$ cat src/uvr_consts.svh
// What this block does
// - Mode-control flags are active low
// - Undervoltage flag sets only after detection timer
// - Detected wake-up sets wake flag, steers modes
// - Error output shows wake flag, source or error
// - Error bit set by status bits 8-10
// - Error source follows host command, not mode
// - Receive outputs follow actual operating mode
// - Sleep cause flag gates enable in sleep
// - Normal entry first, then wake flag clears
// - Wake flag never set in normal mode
// - Mode change and its sleep cause flag update in the same cycle
// - Follow-bus: receive outputs track bus lines in normal and listen-only modes
// - Sleep recovery follows host command
// - Undervoltage sleep keeps enable; host sleep disables
// - Sleep cause flag stays internal
`ifndef UVR_CONSTS_SVH
`define UVR_CONSTS_SVH

// ==========================================================
// Timing
`define CLK_PERIOD_NS 10
`define UV_DETECT_US 100
`define UV_DETECT_CYCLES ((`UV_DETECT_US * 1000) / `CLK_PERIOD_NS)
`define UV_CNT_W 16

// ==========================================================
// Supply indices and status bit positions
`define SUPPLY_BAT 0
`define SUPPLY_IO 1
`define SUPPLY_CORE 2
`define STATUS_W 16
`define STATUS_BIT_BAT 8
`define STATUS_BIT_CORE 9
`define STATUS_BIT_IO 10

// ==========================================================
// Pin synchroniser slots
`define PIN_STBY_N 0
`define PIN_EN 1
`define PIN_BUS_DATA 2
`define PIN_BUS_ACT 3
`define PIN_NUM 4

// ==========================================================
// Reset values
`define FLAG_N_RST 1'h1
`define OUT_RST 1'h1
`define STATUS_RST 16'h0000

`endif

$ cat src/uvr_pkg.sv
package uvr_pkg;
    typedef enum logic [2:0]
    {
        low_power_sleep_mode   = 3'h0,
        standby_low_power_mode = 3'h1,
        full_operation_mode    = 3'h3,
        listen_only_mode       = 3'h2,
        sleep_request_mode     = 3'h6
    } op_mode_e;
endpackage

$ cat src/uv_flag_if.sv
`timescale 1ns/1ns
interface uv_flag_if;
    logic flag_n;
    logic restart;
    modport timer (output flag_n, input restart);
    modport fsm (input flag_n, output restart);
endinterface

$ cat src/uv_flag_timer.sv
`timescale 1ns/1ns
`include "uvr_consts.svh"
module uv_flag_timer #(
    parameter int LIMIT = `UV_DETECT_CYCLES
)(
    input wire logic core_clk,
    input wire logic nrst,
    input wire logic supply_low,
    uv_flag_if.timer uv
);
    logic s1_q, s2_q, s3_q, low_q;
    logic [`UV_CNT_W-1:0] cnt_q;
    localparam logic [`UV_CNT_W-1:0] LAST = `UV_CNT_W'(LIMIT - 1);

    // ==========================================================
    // Comparator synchroniser
    always_ff @(posedge core_clk or negedge nrst)
    begin
        if (!nrst)
        begin
            s1_q <= 1'h0;
            s2_q <= 1'h0;
            s3_q <= 1'h0;
            low_q <= 1'h0;
        end
        else
        begin
            s1_q <= supply_low;
            s2_q <= s1_q;
            s3_q <= s2_q;
            if (s2_q == s3_q)
                low_q <= s3_q;
        end
    end

    // ==========================================================
    // Detection timer, flag on expiry
    always_ff @(posedge core_clk or negedge nrst)
    begin
        if (!nrst)
        begin
            cnt_q <= '0;
            uv.flag_n <= `FLAG_N_RST;
        end
        else if (uv.restart || !low_q)
        begin
            cnt_q <= '0;
            uv.flag_n <= `FLAG_N_RST;
        end
        else if (uv.flag_n)
        begin
            cnt_q <= cnt_q + `UV_CNT_W'(1);
            if (cnt_q == LAST)
                uv.flag_n <= 1'h0;
        end
    end
endmodule // uv_flag_timer

$ cat src/undervoltage_recovery_mode_fsm.sv
`timescale 1ns/1ns
`include "uvr_consts.svh"
module undervoltage_recovery_mode_fsm #(
    parameter int UV_DETECT_CYCLES = `UV_DETECT_CYCLES
)(
    input wire logic core_clk,
    input wire logic nrst,
    input wire logic standby_select_n_input,
    input wire logic enable_mode_input,
    input wire logic bus_data_input,
    input wire logic bus_active_input,
    input wire logic [2:0] supply_low,
    input wire logic wake_event,
    input wire logic wake_source_bit,
    input wire logic status_read,
    output logic error_n_output,
    output logic receive_data_output,
    output logic receive_active_output,
    output logic [`STATUS_W-1:0] status_info_register,
    output uvr_pkg::op_mode_e mode_state
);
    import uvr_pkg::*;

    op_mode_e mode_q, mode_d;
    logic [`PIN_NUM-1:0] p1_q, p2_q, p3_q, pin_q;
    logic [2:0] flag_n, flag_n_prev_q;
    logic wake_n_q, sleep_cause_n_q, cause_n_d, restart_q;
    logic wake_set, wake_clr, err_sel;
    logic uv_any, uv_hard, cmd_stby_n, cmd_en, recovered;
    logic [`STATUS_W-1:0] status_q;

    // ==========================================================
    // Pin synchronisers
    always_ff @(posedge core_clk or negedge nrst)
    begin
        if (!nrst)
        begin
            p1_q <= '0;
            p2_q <= '0;
            p3_q <= '0;
            pin_q <= '0;
        end
        else
        begin
            p1_q <= {bus_active_input, bus_data_input, enable_mode_input, standby_select_n_input};
            p2_q <= p1_q;
            p3_q <= p2_q;
            for (int i = 0; i < `PIN_NUM; i++)
                if (p2_q[i] == p3_q[i])
                    pin_q[i] <= p3_q[i];
        end
    end

    assign cmd_stby_n = pin_q[`PIN_STBY_N];
    assign cmd_en = pin_q[`PIN_EN];

    // ==========================================================
    // Supply undervoltage flags
    uv_flag_if uv_if[3] ();

    genvar g;
    generate
        for (g = 0; g < 3; g++)
        begin : g_uv
            assign uv_if[g].restart = restart_q;
            assign flag_n[g] = uv_if[g].flag_n;
            uv_flag_timer #(.LIMIT(UV_DETECT_CYCLES)) u_timer (
                .core_clk(core_clk),
                .nrst(nrst),
                .supply_low(supply_low[g]),
                .uv(uv_if[g])
            );
        end
    endgenerate

    assign uv_any = ~&flag_n;
    assign uv_hard = !flag_n[`SUPPLY_BAT] || !flag_n[`SUPPLY_IO];
    assign recovered = ~&flag_n_prev_q && !uv_any;

    // ==========================================================
    // Mode decision
    assign wake_set = wake_event && wake_n_q && mode_q != full_operation_mode
        && mode_q != listen_only_mode;

    always_comb
    begin
        mode_d = mode_q;
        cause_n_d = sleep_cause_n_q;
        if (wake_set && (mode_q == low_power_sleep_mode || mode_q == sleep_request_mode))
            mode_d = standby_low_power_mode;
        else if (uv_hard)
        begin
            if (mode_q != low_power_sleep_mode)
            begin
                mode_d = low_power_sleep_mode;
                cause_n_d = 1'h0;
            end
        end
        else if (uv_any)
        begin
            if (mode_q != low_power_sleep_mode)
                mode_d = standby_low_power_mode;
        end
        else
        begin
            case ({cmd_stby_n, cmd_en})
                2'h3: mode_d = full_operation_mode;
                2'h2: mode_d = listen_only_mode;
                2'h0:
                begin
                    if (mode_q != low_power_sleep_mode || !sleep_cause_n_q)
                        mode_d = standby_low_power_mode;
                end
                2'h1:
                begin
                    if (mode_q == sleep_request_mode)
                    begin
                        mode_d = low_power_sleep_mode;
                        cause_n_d = 1'h1;
                    end
                    else if (mode_q != low_power_sleep_mode && wake_n_q)
                        mode_d = sleep_request_mode;
                end
                default: mode_d = mode_q;
            endcase
        end
    end

    always_ff @(posedge core_clk or negedge nrst)
    begin
        if (!nrst)
        begin
            mode_q <= standby_low_power_mode;
            sleep_cause_n_q <= `FLAG_N_RST;
            flag_n_prev_q <= '1;
        end
        else
        begin
            mode_q <= mode_d;
            sleep_cause_n_q <= cause_n_d;
            flag_n_prev_q <= flag_n;
        end
    end

    // ==========================================================
    // Wake flag: clears once normal mode is in force, or on a status read
    assign wake_clr = mode_q == full_operation_mode || status_read;

    always_ff @(posedge core_clk or negedge nrst)
    begin
        if (!nrst)
        begin
            wake_n_q <= `FLAG_N_RST;
            restart_q <= 1'h0;
        end
        else
        begin
            if (wake_set)
                wake_n_q <= 1'h0;
            else if (wake_clr)
                wake_n_q <= 1'h1;
            restart_q <= wake_set;
        end
    end

    // ==========================================================
    // Status undervoltage bits
    always_ff @(posedge core_clk or negedge nrst)
    begin
        if (!nrst)
            status_q <= `STATUS_RST;
        else
        begin
            if (wake_clr)
                status_q <= `STATUS_RST;
            if (!flag_n[`SUPPLY_BAT] || status_q[`STATUS_BIT_BAT] && !wake_clr)
                status_q[`STATUS_BIT_BAT] <= 1'h1;
            if (!flag_n[`SUPPLY_CORE] || status_q[`STATUS_BIT_CORE] && !wake_clr)
                status_q[`STATUS_BIT_CORE] <= 1'h1;
            if (!flag_n[`SUPPLY_IO] || status_q[`STATUS_BIT_IO] && !wake_clr)
                status_q[`STATUS_BIT_IO] <= 1'h1;
        end
    end

    assign err_sel = status_q[`STATUS_BIT_BAT] || status_q[`STATUS_BIT_CORE]
        || status_q[`STATUS_BIT_IO];

    // ==========================================================
    // Output pins
    always_ff @(posedge core_clk or negedge nrst)
    begin
        if (!nrst)
        begin
            error_n_output <= `OUT_RST;
            receive_data_output <= `OUT_RST;
            receive_active_output <= `OUT_RST;
        end
        else if (!flag_n[`SUPPLY_IO])
        begin
            error_n_output <= 1'h0;
            receive_data_output <= 1'h0;
            receive_active_output <= 1'h0;
        end
        else
        begin
            case ({cmd_stby_n, cmd_en})
                2'h3: error_n_output <= !err_sel;
                2'h2: error_n_output <= !wake_source_bit;
                default: error_n_output <= wake_n_q;
            endcase
            if (mode_q == full_operation_mode || mode_q == listen_only_mode)
            begin
                receive_data_output <= pin_q[`PIN_BUS_DATA];
                receive_active_output <= pin_q[`PIN_BUS_ACT];
            end
            else
            begin
                receive_data_output <= wake_n_q;
                receive_active_output <= wake_n_q;
            end
        end
    end

    assign status_info_register = status_q;
    assign mode_state = mode_q;
endmodule // undervoltage_recovery_mode_fsm

$ cat config.mk
export PLATFORM = sky130hd
export DESIGN_NAME = undervoltage_recovery_mode_fsm
export DESIGN_NICKNAME = d
export VERILOG_FILES = /design/src/uvr_pkg.sv /design/src/uv_flag_if.sv /design/src/uv_flag_timer.sv /design/src/undervoltage_recovery_mode_fsm.sv
export VERILOG_INCLUDE_DIRS = /design/src
export SDC_FILE = /design/constraint.sdc
export NUM_CORES = 1
export LEC_CHECK = 0
export BUFFER_PORTS_ARGS = -buffer_cell sky130_fd_sc_hd__buf_4
export CORE_MARGIN = 1
export CORE_UTILIZATION = 42
export CTS_CLUSTER_SIZE = 16
export DETAILED_ROUTE_END_ITERATION = 12
export REMOVE_ABC_BUFFERS = 1
export SETUP_SLACK_MARGIN = 0.1
export SKIP_CTS_REPAIR_TIMING = 1
export SLEW_MARGIN = 20
export SYNTH_ARGS = -nofsm -noshare
export SYNTH_HDL_FRONTEND = slang
export SYNTH_SLANG_ARGS = --single-unit
$ cat constraint.sdc
create_clock -name core_clk -period 2.3 [get_ports core_clk]
set_input_delay 0.115 -clock core_clk [delete_from_list [all_inputs] [get_ports core_clk]]
set_output_delay 0.115 -clock core_clk [all_outputs]
set_load 0.02 [all_outputs]
==> out/metrics.cfg, run 1 <==
[grt]
grt_first_pass_wirelength_um = 12000
first_global_vias = 2579
grt.total_usage_pct = 15.3
grt_overflow = 0
antenna_found_initial = 0
grt_max_degree = 50

[worst_setup_path]
path_cells = inv_1, ha_1, and2b_1, a221oi_2, o22ai_2, mux2_1
critPathMaxFanout = 4
crit_path_max_incr_delay_ns = 0.41
slowest_stage = dfrtp_1
crit-reg2reg-launch = pin_q[0]
reg2reg_to = mode_state[2]
cp.arrival_ns = 2.04
critPathRequiredTime_ns = 2.56
critical_path_class = flip-flop to flip-flop
cp-start-kind = flip-flop
startpoint = pin_q[0]
reg2reg_depth = 6
crit_end = mode_state[2]
ff2ff_setup_slack_ns = 0.52
endpoint_kind = flip-flop

[synth]
synth.top_cells.by_area = dfrtp_1, xor2_1, dfstp_2
ys.warnings.count = 0
ys_ff_latch = 91
syn_area_per_cell_um2 = 10.8
synth_top_area_share_pct = 50.8
syn_inst = 375
synth_cell_type_count = 41
netlist_area_um2 = 4040
synth_top_area_cell = dfrtp_1
ys_seq_area_share_pct = 56.7

[sta]
skew_ns = 0.0158
rsz0062_at_grt = no
slew_headroom_pct = 56.2
fin_crit_sh_pct = 77.3
drv_slew = 0
hold_violations = 0
setup_ws_ns = 0.521
fin_setup_tns_ns = 0
fmax_mhz = 562
layout_min_cycle_time_ns = 1.78
tightestPinTransition_ns = 0.657
setup_viol = 0

[route]
routedWlPerCell_um = 12.6
drt_wl_total_um = 6810
vias = 2644
routed.top_layer = met4
wl_met3_um = 295
viasPerCell = 4.90
firstDrtPassIters = 5
routed-wl-met2_um = 3010
drtIter0Drc = 132
wl_met1_um = 3430
postRouteAntennaNets = 0
drc = 0

[final_layout]
area_growth_pct = 12.4
n_antenna_cell = 0
drive_above_1_share_pct = 12.7
finalNetCount = 425

[power]
p_per_area_nw_per_um2 = 782
p_leak_uw = 0.00199
ir_drop_v = 0.000350

[die]
die_area_um2 = 10000
num_io_pins = 34
start_util_pct = 43.5
die_x_um = 100
dieHeight_um = 100
floorplan.rows = 35
core_um2 = 9280

[clock_tree]
cts_sinks = 91
cts_tree = built
cts-root-buf = clkbuf_8
numCtsBuffers = 9
clk_latency_ns = 0.37
clk_path_buf_depth = 2
clk_pin_slew_ns = 0.10
htree_num_levels = 3

[placed_design]
port_buffers = 20
dp_hpwl_um = 4510
dp_slack_ns = 0.529
gp_congestion = 0.777

[job]
drv_cap = 0

[min_path]
holdPathStages = 4
min_path_type = primary input to flip-flop
hold_start = status_read

[status]
status = completed

[where the power goes]
part           switching (uW)  leakage (uW)  internal (uW)
logic                     385      0.000737            257
clock network             585     0.0000881            407
registers                 140       0.00117           1770
[logic make-up (layout without fill, tap and decap cells)]
kind of cell | after synthesis | after routing | share of synthesized area, %
buffers and inverters | 32 | 56 | 4.28
AND/OR/NAND/NOR | 161 | 161 | 19.8
AO/OA/AOI/OAI | 31 | 31 | 5.21
flip-flops | 91 | 91 | 56.7
adder cells (fa/ha/maj) | 14 | 14 | 3.90
other | 1 | 13 | 0.0929
XOR/XNOR | 39 | 39 | 8.46
multiplexers | 6 | 6 | 1.55
[metal layers]
metal,global-route usage [%],vias up
met3,4.53,8
li1,-,1310
met5,0,-
met4,5.13,0
met1,20.8,1269
met2,23.5,57
[cell usage in the layout (no fill, tap or decap), drive strengths merged, types with 6 or more instances in the layout]
master,instances
ha,7
xnor2,10
nor3,9
dfrtp,82
clkbuf,10
maj3,7
nand3,15
xor2,29
a21oi,11
or3,6
inv,12
nor2,54
nand4,17
buf,23
dlygate4sd3,9
conb,13
o21ai,9
dfstp,9
nand2,31
and3,7
[metrics by stage]
step	util, %	hold WS (ns)	total power [uW]	instance area (um^2)	std cells
after floorplan	-	-0.181	2340	3940	363
after global placement	46.0	0.168	2570	4270	515
after detailed placement	46.0	0.172	2580	4270	515
after CTS	47.9	-0.236	3590	4450	531
after global routing	48.9	0.0437	3760	4540	540
final	48.9	0.0446	3550	4540	540
[cell usage after synthesis, drive strengths merged]
master / number
dfrtp: 82
nor2: 54
nand2: 31
xor2: 29
nand4: 17
buf: 16
nand3: 15
a21oi: 11
xnor2: 10
dfstp: 9
nor3: 9
o21ai: 9
clkbuf: 8
inv: 8
and3: 7
ha: 7
maj3: 7
or3: 6
nand2b: 5
nor4: 5
mux2i: 4
a21boi: 3
a21o: 3
and4: 3
mux2: 2
nor2b: 2
nor4bb: 2
a221oi: 1
a22oi: 1
and2: 1
and2b: 1
conb: 1
nor3b: 1
nor4b: 1
o22ai: 1
o2bb2ai: 1
o31ai: 1
or4b: 1
[critical path: cells and delay by family (launching register included)]
kind / cells / cell delay (ns)
AOI/OAI and AO/OA: 2 / 0.42
DFF: 1 / 0.41
muxes: 1 / 0.32
and+or+nand+nor: 1 / 0.19
adders and majority gates: 1 / 0.25
buffers and inverters: 1 / 0.08
[registers in the layout, indices dropped and copies added (netlist names), 3 cells and up]
name / flops
pin_q: 4
g_uv.u_timer.s3_q: 3
p2_q: 4
status_info_register: 3
g_uv.u_timer.s2_q: 3
p1_q: 4
g_uv.u_timer.s1_q: 3
mode_state: 3
p3_q: 4
g_uv.u_timer.low_q: 3
g_uv.u_timer.cnt_q: 48
g_uv.u_timer.uv.flag_n: 3
[cell type report]
type	instances	area, um^2
clock buffers	10	128
repair buffers	32	263
flip-flops and latches	91	2290
inverters	8	30.0
clock inverters	6	47.5
fillers	898	4740
multi-input cells	264	1620
well taps	129	161
[worst min path at each step]
stage / endpoint / slack [ns]
after floorplan: g_uv[0].u_timer.cnt_q[0] / -0.18
after global placement: g_uv[1].u_timer.cnt_q[12] / 0.17
after detailed placement: g_uv[1].u_timer.cnt_q[12] / 0.17
after CTS: g_uv[1].u_timer.cnt_q[7] / -0.24
after global routing: status_info_register[9] / 0.04
final: status_info_register[10] / 0.04
Power figures use the tool's default switching activity.
==> run 2, diff against run 1 <==
==> constraint.sdc (replaced) <==
create_clock -name core_clk -period 1.84 [get_ports core_clk]
set_input_delay 0.092 -clock core_clk [delete_from_list [all_inputs] [get_ports core_clk]]
set_output_delay 0.092 -clock core_clk [all_outputs]
set_load 0.02 [all_outputs]
==> run 2 against run 1 <==
  * Global-route usage up 0.16 points
  * Highest routed layer unchanged
  * Largest power group unchanged
  * Design area up 3.1%
  * Sequential power up 25%
  * Worst setup slack worse by 0.35 ns
  * Clock skew down 0.0038 ns
  * Sequential cell count unchanged
  * Non-clock buffer count up 13
  * Die area unchanged
  * Via count up 0.42%
==> out/metrics.cfg, run 2 (synthesis gave the netlist of run 1 again) <==
[route]
routedWlPerCell_um = 12.6  ; -0.16%
vias = 2655  ; +0.42%
wl_met1_um = 3520  ; +2.6%
drt_wl_total_um = 6960  ; +2.2%
postRouteAntennaNets = 0  ; unchanged
viasPerCell = 4.80  ; -1.9%
routed-wl-met2_um = 3120  ; +3.8%
drtIter0Drc = 112  ; -15%
wl_met3_um = 241  ; -18%
routed.top_layer = met4
firstDrtPassIters = 4  ; -1
drc = 0  ; unchanged

[final_layout]
layout_commonest_cell = dfrtp_1
final_cell_mix = dfrtp_1, nor2_1, buf_4
area_growth_pct = 15.9
drive_above_1_share_pct = 16.5  ; +3.9 points
largest_register_ff_count = 48  ; unchanged
top_register = g_uv.u_timer.cnt_q
n_antenna_cell = 0  ; unchanged
finalNetCount = 438  ; +3.1%

[worst_setup_path]
cp-start-kind = flip-flop
startpoint = g_uv[0].u_timer.uv.flag_n
crit_path_max_incr_delay_ns = 0.63  ; +0.22 ns
cp.arrival_ns = 1.92  ; -0.12 ns
critPathMaxFanout = 9  ; +5
ff2ff_setup_slack_ns = 0.18  ; -0.35 ns
crit_end = mode_state[1]
path_cells = and3_2, o31ai_4, o22ai_2, mux2_1
reg2reg_depth = 4  ; -2
endpoint_kind = flip-flop
reg2reg_to = mode_state[1]
cpLargestDelayFamily = flip-flops
critical_path_class = flip-flop to flip-flop
cp.depth = 4  ; -2
critPathRequiredTime_ns = 2.09  ; -0.47 ns
crit-reg2reg-launch = g_uv[0].u_timer.uv.flag_n
slowest_stage = dfstp_2
crit_buf_inv = 0  ; -1

[clock_tree]
clk_latency_ns = 0.36  ; about the same
clk_path_buf_depth = 2  ; unchanged
cts_tree = built
cts-root-buf = clkbuf_8
numCtsBuffers = 9  ; unchanged
htree_num_levels = 3  ; unchanged
cts_sinks = 91  ; unchanged
clk_pin_slew_ns = 0.09  ; about the same

[min_path]
hold_start = status_read
min_path_type = primary input to flip-flop
holdPathStages = 4  ; unchanged

[sta]
layout_min_cycle_time_ns = 1.66  ; -0.114 ns
tightestPinTransition_ns = 0.656  ; -0.00105 ns
setup_viol = 0  ; unchanged
fin_crit_sh_pct = 90.5  ; +13 points
drv_slew = 0  ; unchanged
rsz0062_at_grt = yes
setup_ws_ns = 0.176  ; -0.346 ns
hold_ws_ns = 0.0228  ; -0.0218 ns
fin_setup_tns_ns = 0  ; unchanged
slew_headroom_pct = 56.2  ; +0.070 points
hold_violations = 0  ; unchanged
fmax_mhz = 601  ; +6.9%
skew_ns = 0.0119  ; -0.00384 ns

[power]
p_leak_uw = 0.00207  ; +4.0%
p_per_area_nw_per_um2 = 986  ; +26%
ir_drop_v = 0.000406  ; +16%

[die]
core_um2 = 9280  ; unchanged
num_io_pins = 34  ; unchanged
floorplan.rows = 35  ; unchanged
die_area_um2 = 10000  ; unchanged
die_x_um = 100  ; unchanged
dieHeight_um = 100  ; unchanged
start_util_pct = 43.5  ; unchanged

[placed_design]
gp_congestion = 0.761  ; -2.0%
dp_hpwl_um = 4620  ; +2.4%
port_buffers = 20  ; unchanged
dp_slack_ns = 0.0719  ; -0.457 ns

[grt]
grt_max_degree = 40  ; -20%
grt_overflow = 0  ; unchanged
grt_first_pass_wirelength_um = 12200  ; +1.3%
grt.total_usage_pct = 15.5  ; +0.16 points
antenna_found_initial = 0  ; unchanged
first_global_vias = 2606  ; +1.0%

[job]
drv_cap = 0  ; unchanged

[status]
status = completed

run 2: how the worst min path moves through the flow:
stage,endpoint
finish,status_info_register[10]
global route,status_info_register[9]
CTS,g_uv[1].u_timer.cnt_q[10]
detailed placement,g_uv[1].u_timer.cnt_q[10]
global placement,g_uv[1].u_timer.cnt_q[10]
floorplan,g_uv[0].u_timer.cnt_q[0]
run 2: area by class of cell:
class,instances,area (um^2)
Sequential cell,91,2290
Multi-Input combinational cell,264,1630
Clock inverter,7,73.8
Inverter,8,30.0
Timing Repair Buffer,45,373
Clock buffer,9,124
Fill cell,865,4600
Tap cell,129,161
run 2: routing by layer:
layer  vias to the layer above  track usage (%)
li1                       1332                -
met1                      1272             20.8
met2                        42             24.1
met3                         9             4.04
met4                         0             5.91
met5                         -                0
run 2: report_power, final:
group / switching [uW] / leakage, uW / internal (uW)
sequential: 167 / 0.00117 / 2220
clock: 728 / 0.000100 / 635
combinational: 503 / 0.000805 / 363
run 2: per-stage QoR:
| stage | power (uW) | instance area (um^2) | std cells | utilization (%) |
|---|---|---|---|---|
| floorplan | 2930 | 3940 | 363 | - |
| global placement | 3210 | 4340 | 522 | 46.7 |
| detailed placement | 3230 | 4340 | 522 | 46.7 |
| CTS | 4620 | 4540 | 538 | 48.9 |
| global route | 4870 | 4680 | 553 | 50.4 |
| finish | 4610 | 4680 | 553 | 50.4 |
run 2: worst register-to-register path, stage by stage, from the launching register on:
cell and delay, ns:
dfstp_2 0.63, and3_2 0.26, o31ai_4 0.09, o22ai_2 0.24
mux2_1 0.34
==> run 3, diff against run 2 <==
--- a/config.mk
+++ b/config.mk
@@ -7,10 +7,14 @@
 export NUM_CORES = 1
 export LEC_CHECK = 0
 export BUFFER_PORTS_ARGS = -buffer_cell sky130_fd_sc_hd__buf_4
-export CORE_MARGIN = 1
-export CORE_UTILIZATION = 42
+export CELL_PAD_IN_SITES_DETAIL_PLACEMENT = 2
+export CELL_PAD_IN_SITES_GLOBAL_PLACEMENT = 2
+export CORE_MARGIN = 4
+export CORE_UTILIZATION = 39
 export CTS_CLUSTER_SIZE = 16
 export DETAILED_ROUTE_END_ITERATION = 12
+export GPL_TIMING_DRIVEN = 0
+export PLACE_DENSITY_LB_ADDON = 0.1
 export REMOVE_ABC_BUFFERS = 1
 export SETUP_SLACK_MARGIN = 0.1
 export SKIP_CTS_REPAIR_TIMING = 1
==> run 3 against run 2 <==
  * Cell count increased by 1.4%
  * First-iteration DRC count fell by 25%
  * Via count grew 7.3%
  * Maximum frequency is 6.9% lower
  * Design area is 2.0% higher
  * Die area increased by 20%
  * Core utilization decreased by 2.2 points
  * Sequential power barely moved
  * Sequential cell count did not move
  * Largest cell class unchanged
  * Highest routed layer unchanged
==> out/metrics.cfg, run 3 (synthesis gave the netlist of run 1 again) <==
[final_layout]
fin_area_um2 = 4780  ; +2.0%
top_register = g_uv.u_timer.cnt_q
instances_no_fill = 561  ; +1.4%
final_cell_mix = dfrtp_1, nor2_1, buf_4
finalNetCount = 442  ; +0.91%
drive_above_1_share_pct = 19.4  ; +2.9 points
n_antenna_cell = 0  ; unchanged
layout_commonest_cell = dfrtp_1
largest_register_ff_count = 48  ; unchanged
area_growth_pct = 18.3

[sta]
setup_viol = 0  ; unchanged
skew_ns = 0.00503  ; -0.00690 ns
drv_slew = 0  ; unchanged
fmax_mhz = 560  ; -6.9%
rsz0062_at_grt = yes
layout_min_cycle_time_ns = 1.79  ; +0.123 ns
fin_crit_sh_pct = 97.1  ; +6.7 points
hold_ws_ns = 0.0554  ; +0.0326 ns
setup_ws_ns = 0.0528  ; -0.123 ns
slew_headroom_pct = 44.3  ; -12 points
hold_violations = 0  ; unchanged
tightestPinTransition_ns = 0.835  ; +0.179 ns

[placed_design]
dp.cells = 516  ; -1.1%
port_buffers = 20  ; unchanged
dp_hpwl_um = 5780  ; +25%
dp_slack_ns = -0.109  ; -0.181 ns
dpl_cell_area_um2 = 4260  ; -1.8%
gp_congestion = 0.755  ; -0.85%

[route]
drtIter0Drc = 84  ; -25%
drt_wl_total_um = 9240  ; +33%
vias = 2848  ; +7.3%
viasPerCell = 5.08  ; +5.7%
firstDrtPassIters = 4  ; unchanged
routedWlPerCell_um = 16.5  ; +31%
drc = 0  ; unchanged
postRouteAntennaNets = 0  ; unchanged

[clock_tree]
cts_tree = built
numCtsBuffers = 9  ; unchanged
clk_latency_ns = 0.36  ; about the same
htree_num_levels = 3  ; unchanged
clk_pin_slew_ns = 0.08  ; about the same
clk_path_buf_depth = 2  ; unchanged
cts_sinks = 91  ; unchanged
cts-root-buf = clkbuf_8

[die]
die_x_um = 110  ; +9.7%
core_um2 = 9910  ; +6.7%
floorplan.rows = 36  ; +2.9%
start_util_pct = 40.7  ; -2.7 points
die_area_um2 = 12000  ; +20%
num_io_pins = 34  ; unchanged
dieHeight_um = 110  ; +9.7%

[power]
power_uw = 4700  ; +2.0%
p_leak_uw = 0.00211  ; +1.9%
ir_drop_v = 0.000544  ; +34%
p_per_area_nw_per_um2 = 985  ; about the same

[status]
status = completed

[worst_setup_path]
cp.arrival_ns = 2.04  ; +0.12 ns
reg2reg_to = mode_state[2]
endpoint_kind = flip-flop
ff2ff_setup_slack_ns = 0.05  ; -0.12 ns
reg2reg_depth = 5  ; +1
critPathRequiredTime_ns = 2.09  ; about the same
cp-start-kind = flip-flop
critical_path_class = flip-flop to flip-flop
critPathMaxFanout = 9  ; unchanged
crit-reg2reg-launch = mode_state[2]

[min_path]
holdPathStages = 4  ; unchanged
min_path_type = primary input to flip-flop
hold_start = status_read
min_to = status_info_register[8]

[grt]
grt_overflow = 0  ; unchanged
grt_first_pass_wirelength_um = 14700  ; +20%
first_global_vias = 2972  ; +14%
grt_max_degree = 92  ; +130%
antenna_found_initial = 0  ; unchanged
grt.total_usage_pct = 15.9  ; +0.42 points

[job]
drv_cap = 0  ; unchanged

-- run 3: final cells by class --
type	instances	area [um^2]
Inverter	8	30.0
Timing Repair Buffer	49	394
Multi-Input combinational cell	264	1700
Clock inverter	4	50.0
Sequential cell	91	2290
Tap cell	133	166
Fill cell	1043	5130
Clock buffer	12	145
-- run 3: critical path: stages (launching register included) --
cell and delay (ns):
dfrtp_2 0.48, nand2_1 0.14, nor2b_1 0.30, o31ai_4 0.12, o22ai_2 0.30, mux2_4 0.33
-- run 3: power by group --
part	internal, uW	switching [uW]	total, uW
clock	664	703	1370
sequential	2220	181	2400
combinational	369	564	933
total	3260	1450	4700
-- run 3: how the worst max path moves through the flow --
stage,start,to,slack (ns)
6_report,mode_state[2],mode_state[2],0.05
5_1_grt,mode_state[2],mode_state[1],-0.02
4_1_cts,g_uv[2].u_timer.uv.flag_n,g_uv[2].u_timer.cnt_q[15],-0.13
3_5_place_dp,g_uv[2].u_timer.uv.flag_n,g_uv[2].u_timer.cnt_q[15],-0.11
3_3_place_gp,g_uv[2].u_timer.uv.flag_n,g_uv[2].u_timer.cnt_q[15],-0.007
2_1_floorplan,mode_state[0],mode_state[2],0.16
-- run 3: metal layers --
layer / routed length (um) / GRT usage (%)
met4: 70 / 3.65
met2: 4750 / 26.9
met1: 4070 / 19.6
met5: 0 / 0
met3: 345 / 5.40
-- run 3: metrics by stage --
step / util [%] / TNS [ns]
floorplan: - / 0
global placement: 43.0 / -0.00725
detailed placement: 43.0 / -0.109
CTS: 45.0 / -0.135
global route: 48.2 / -0.0389
finish: 48.2 / 0
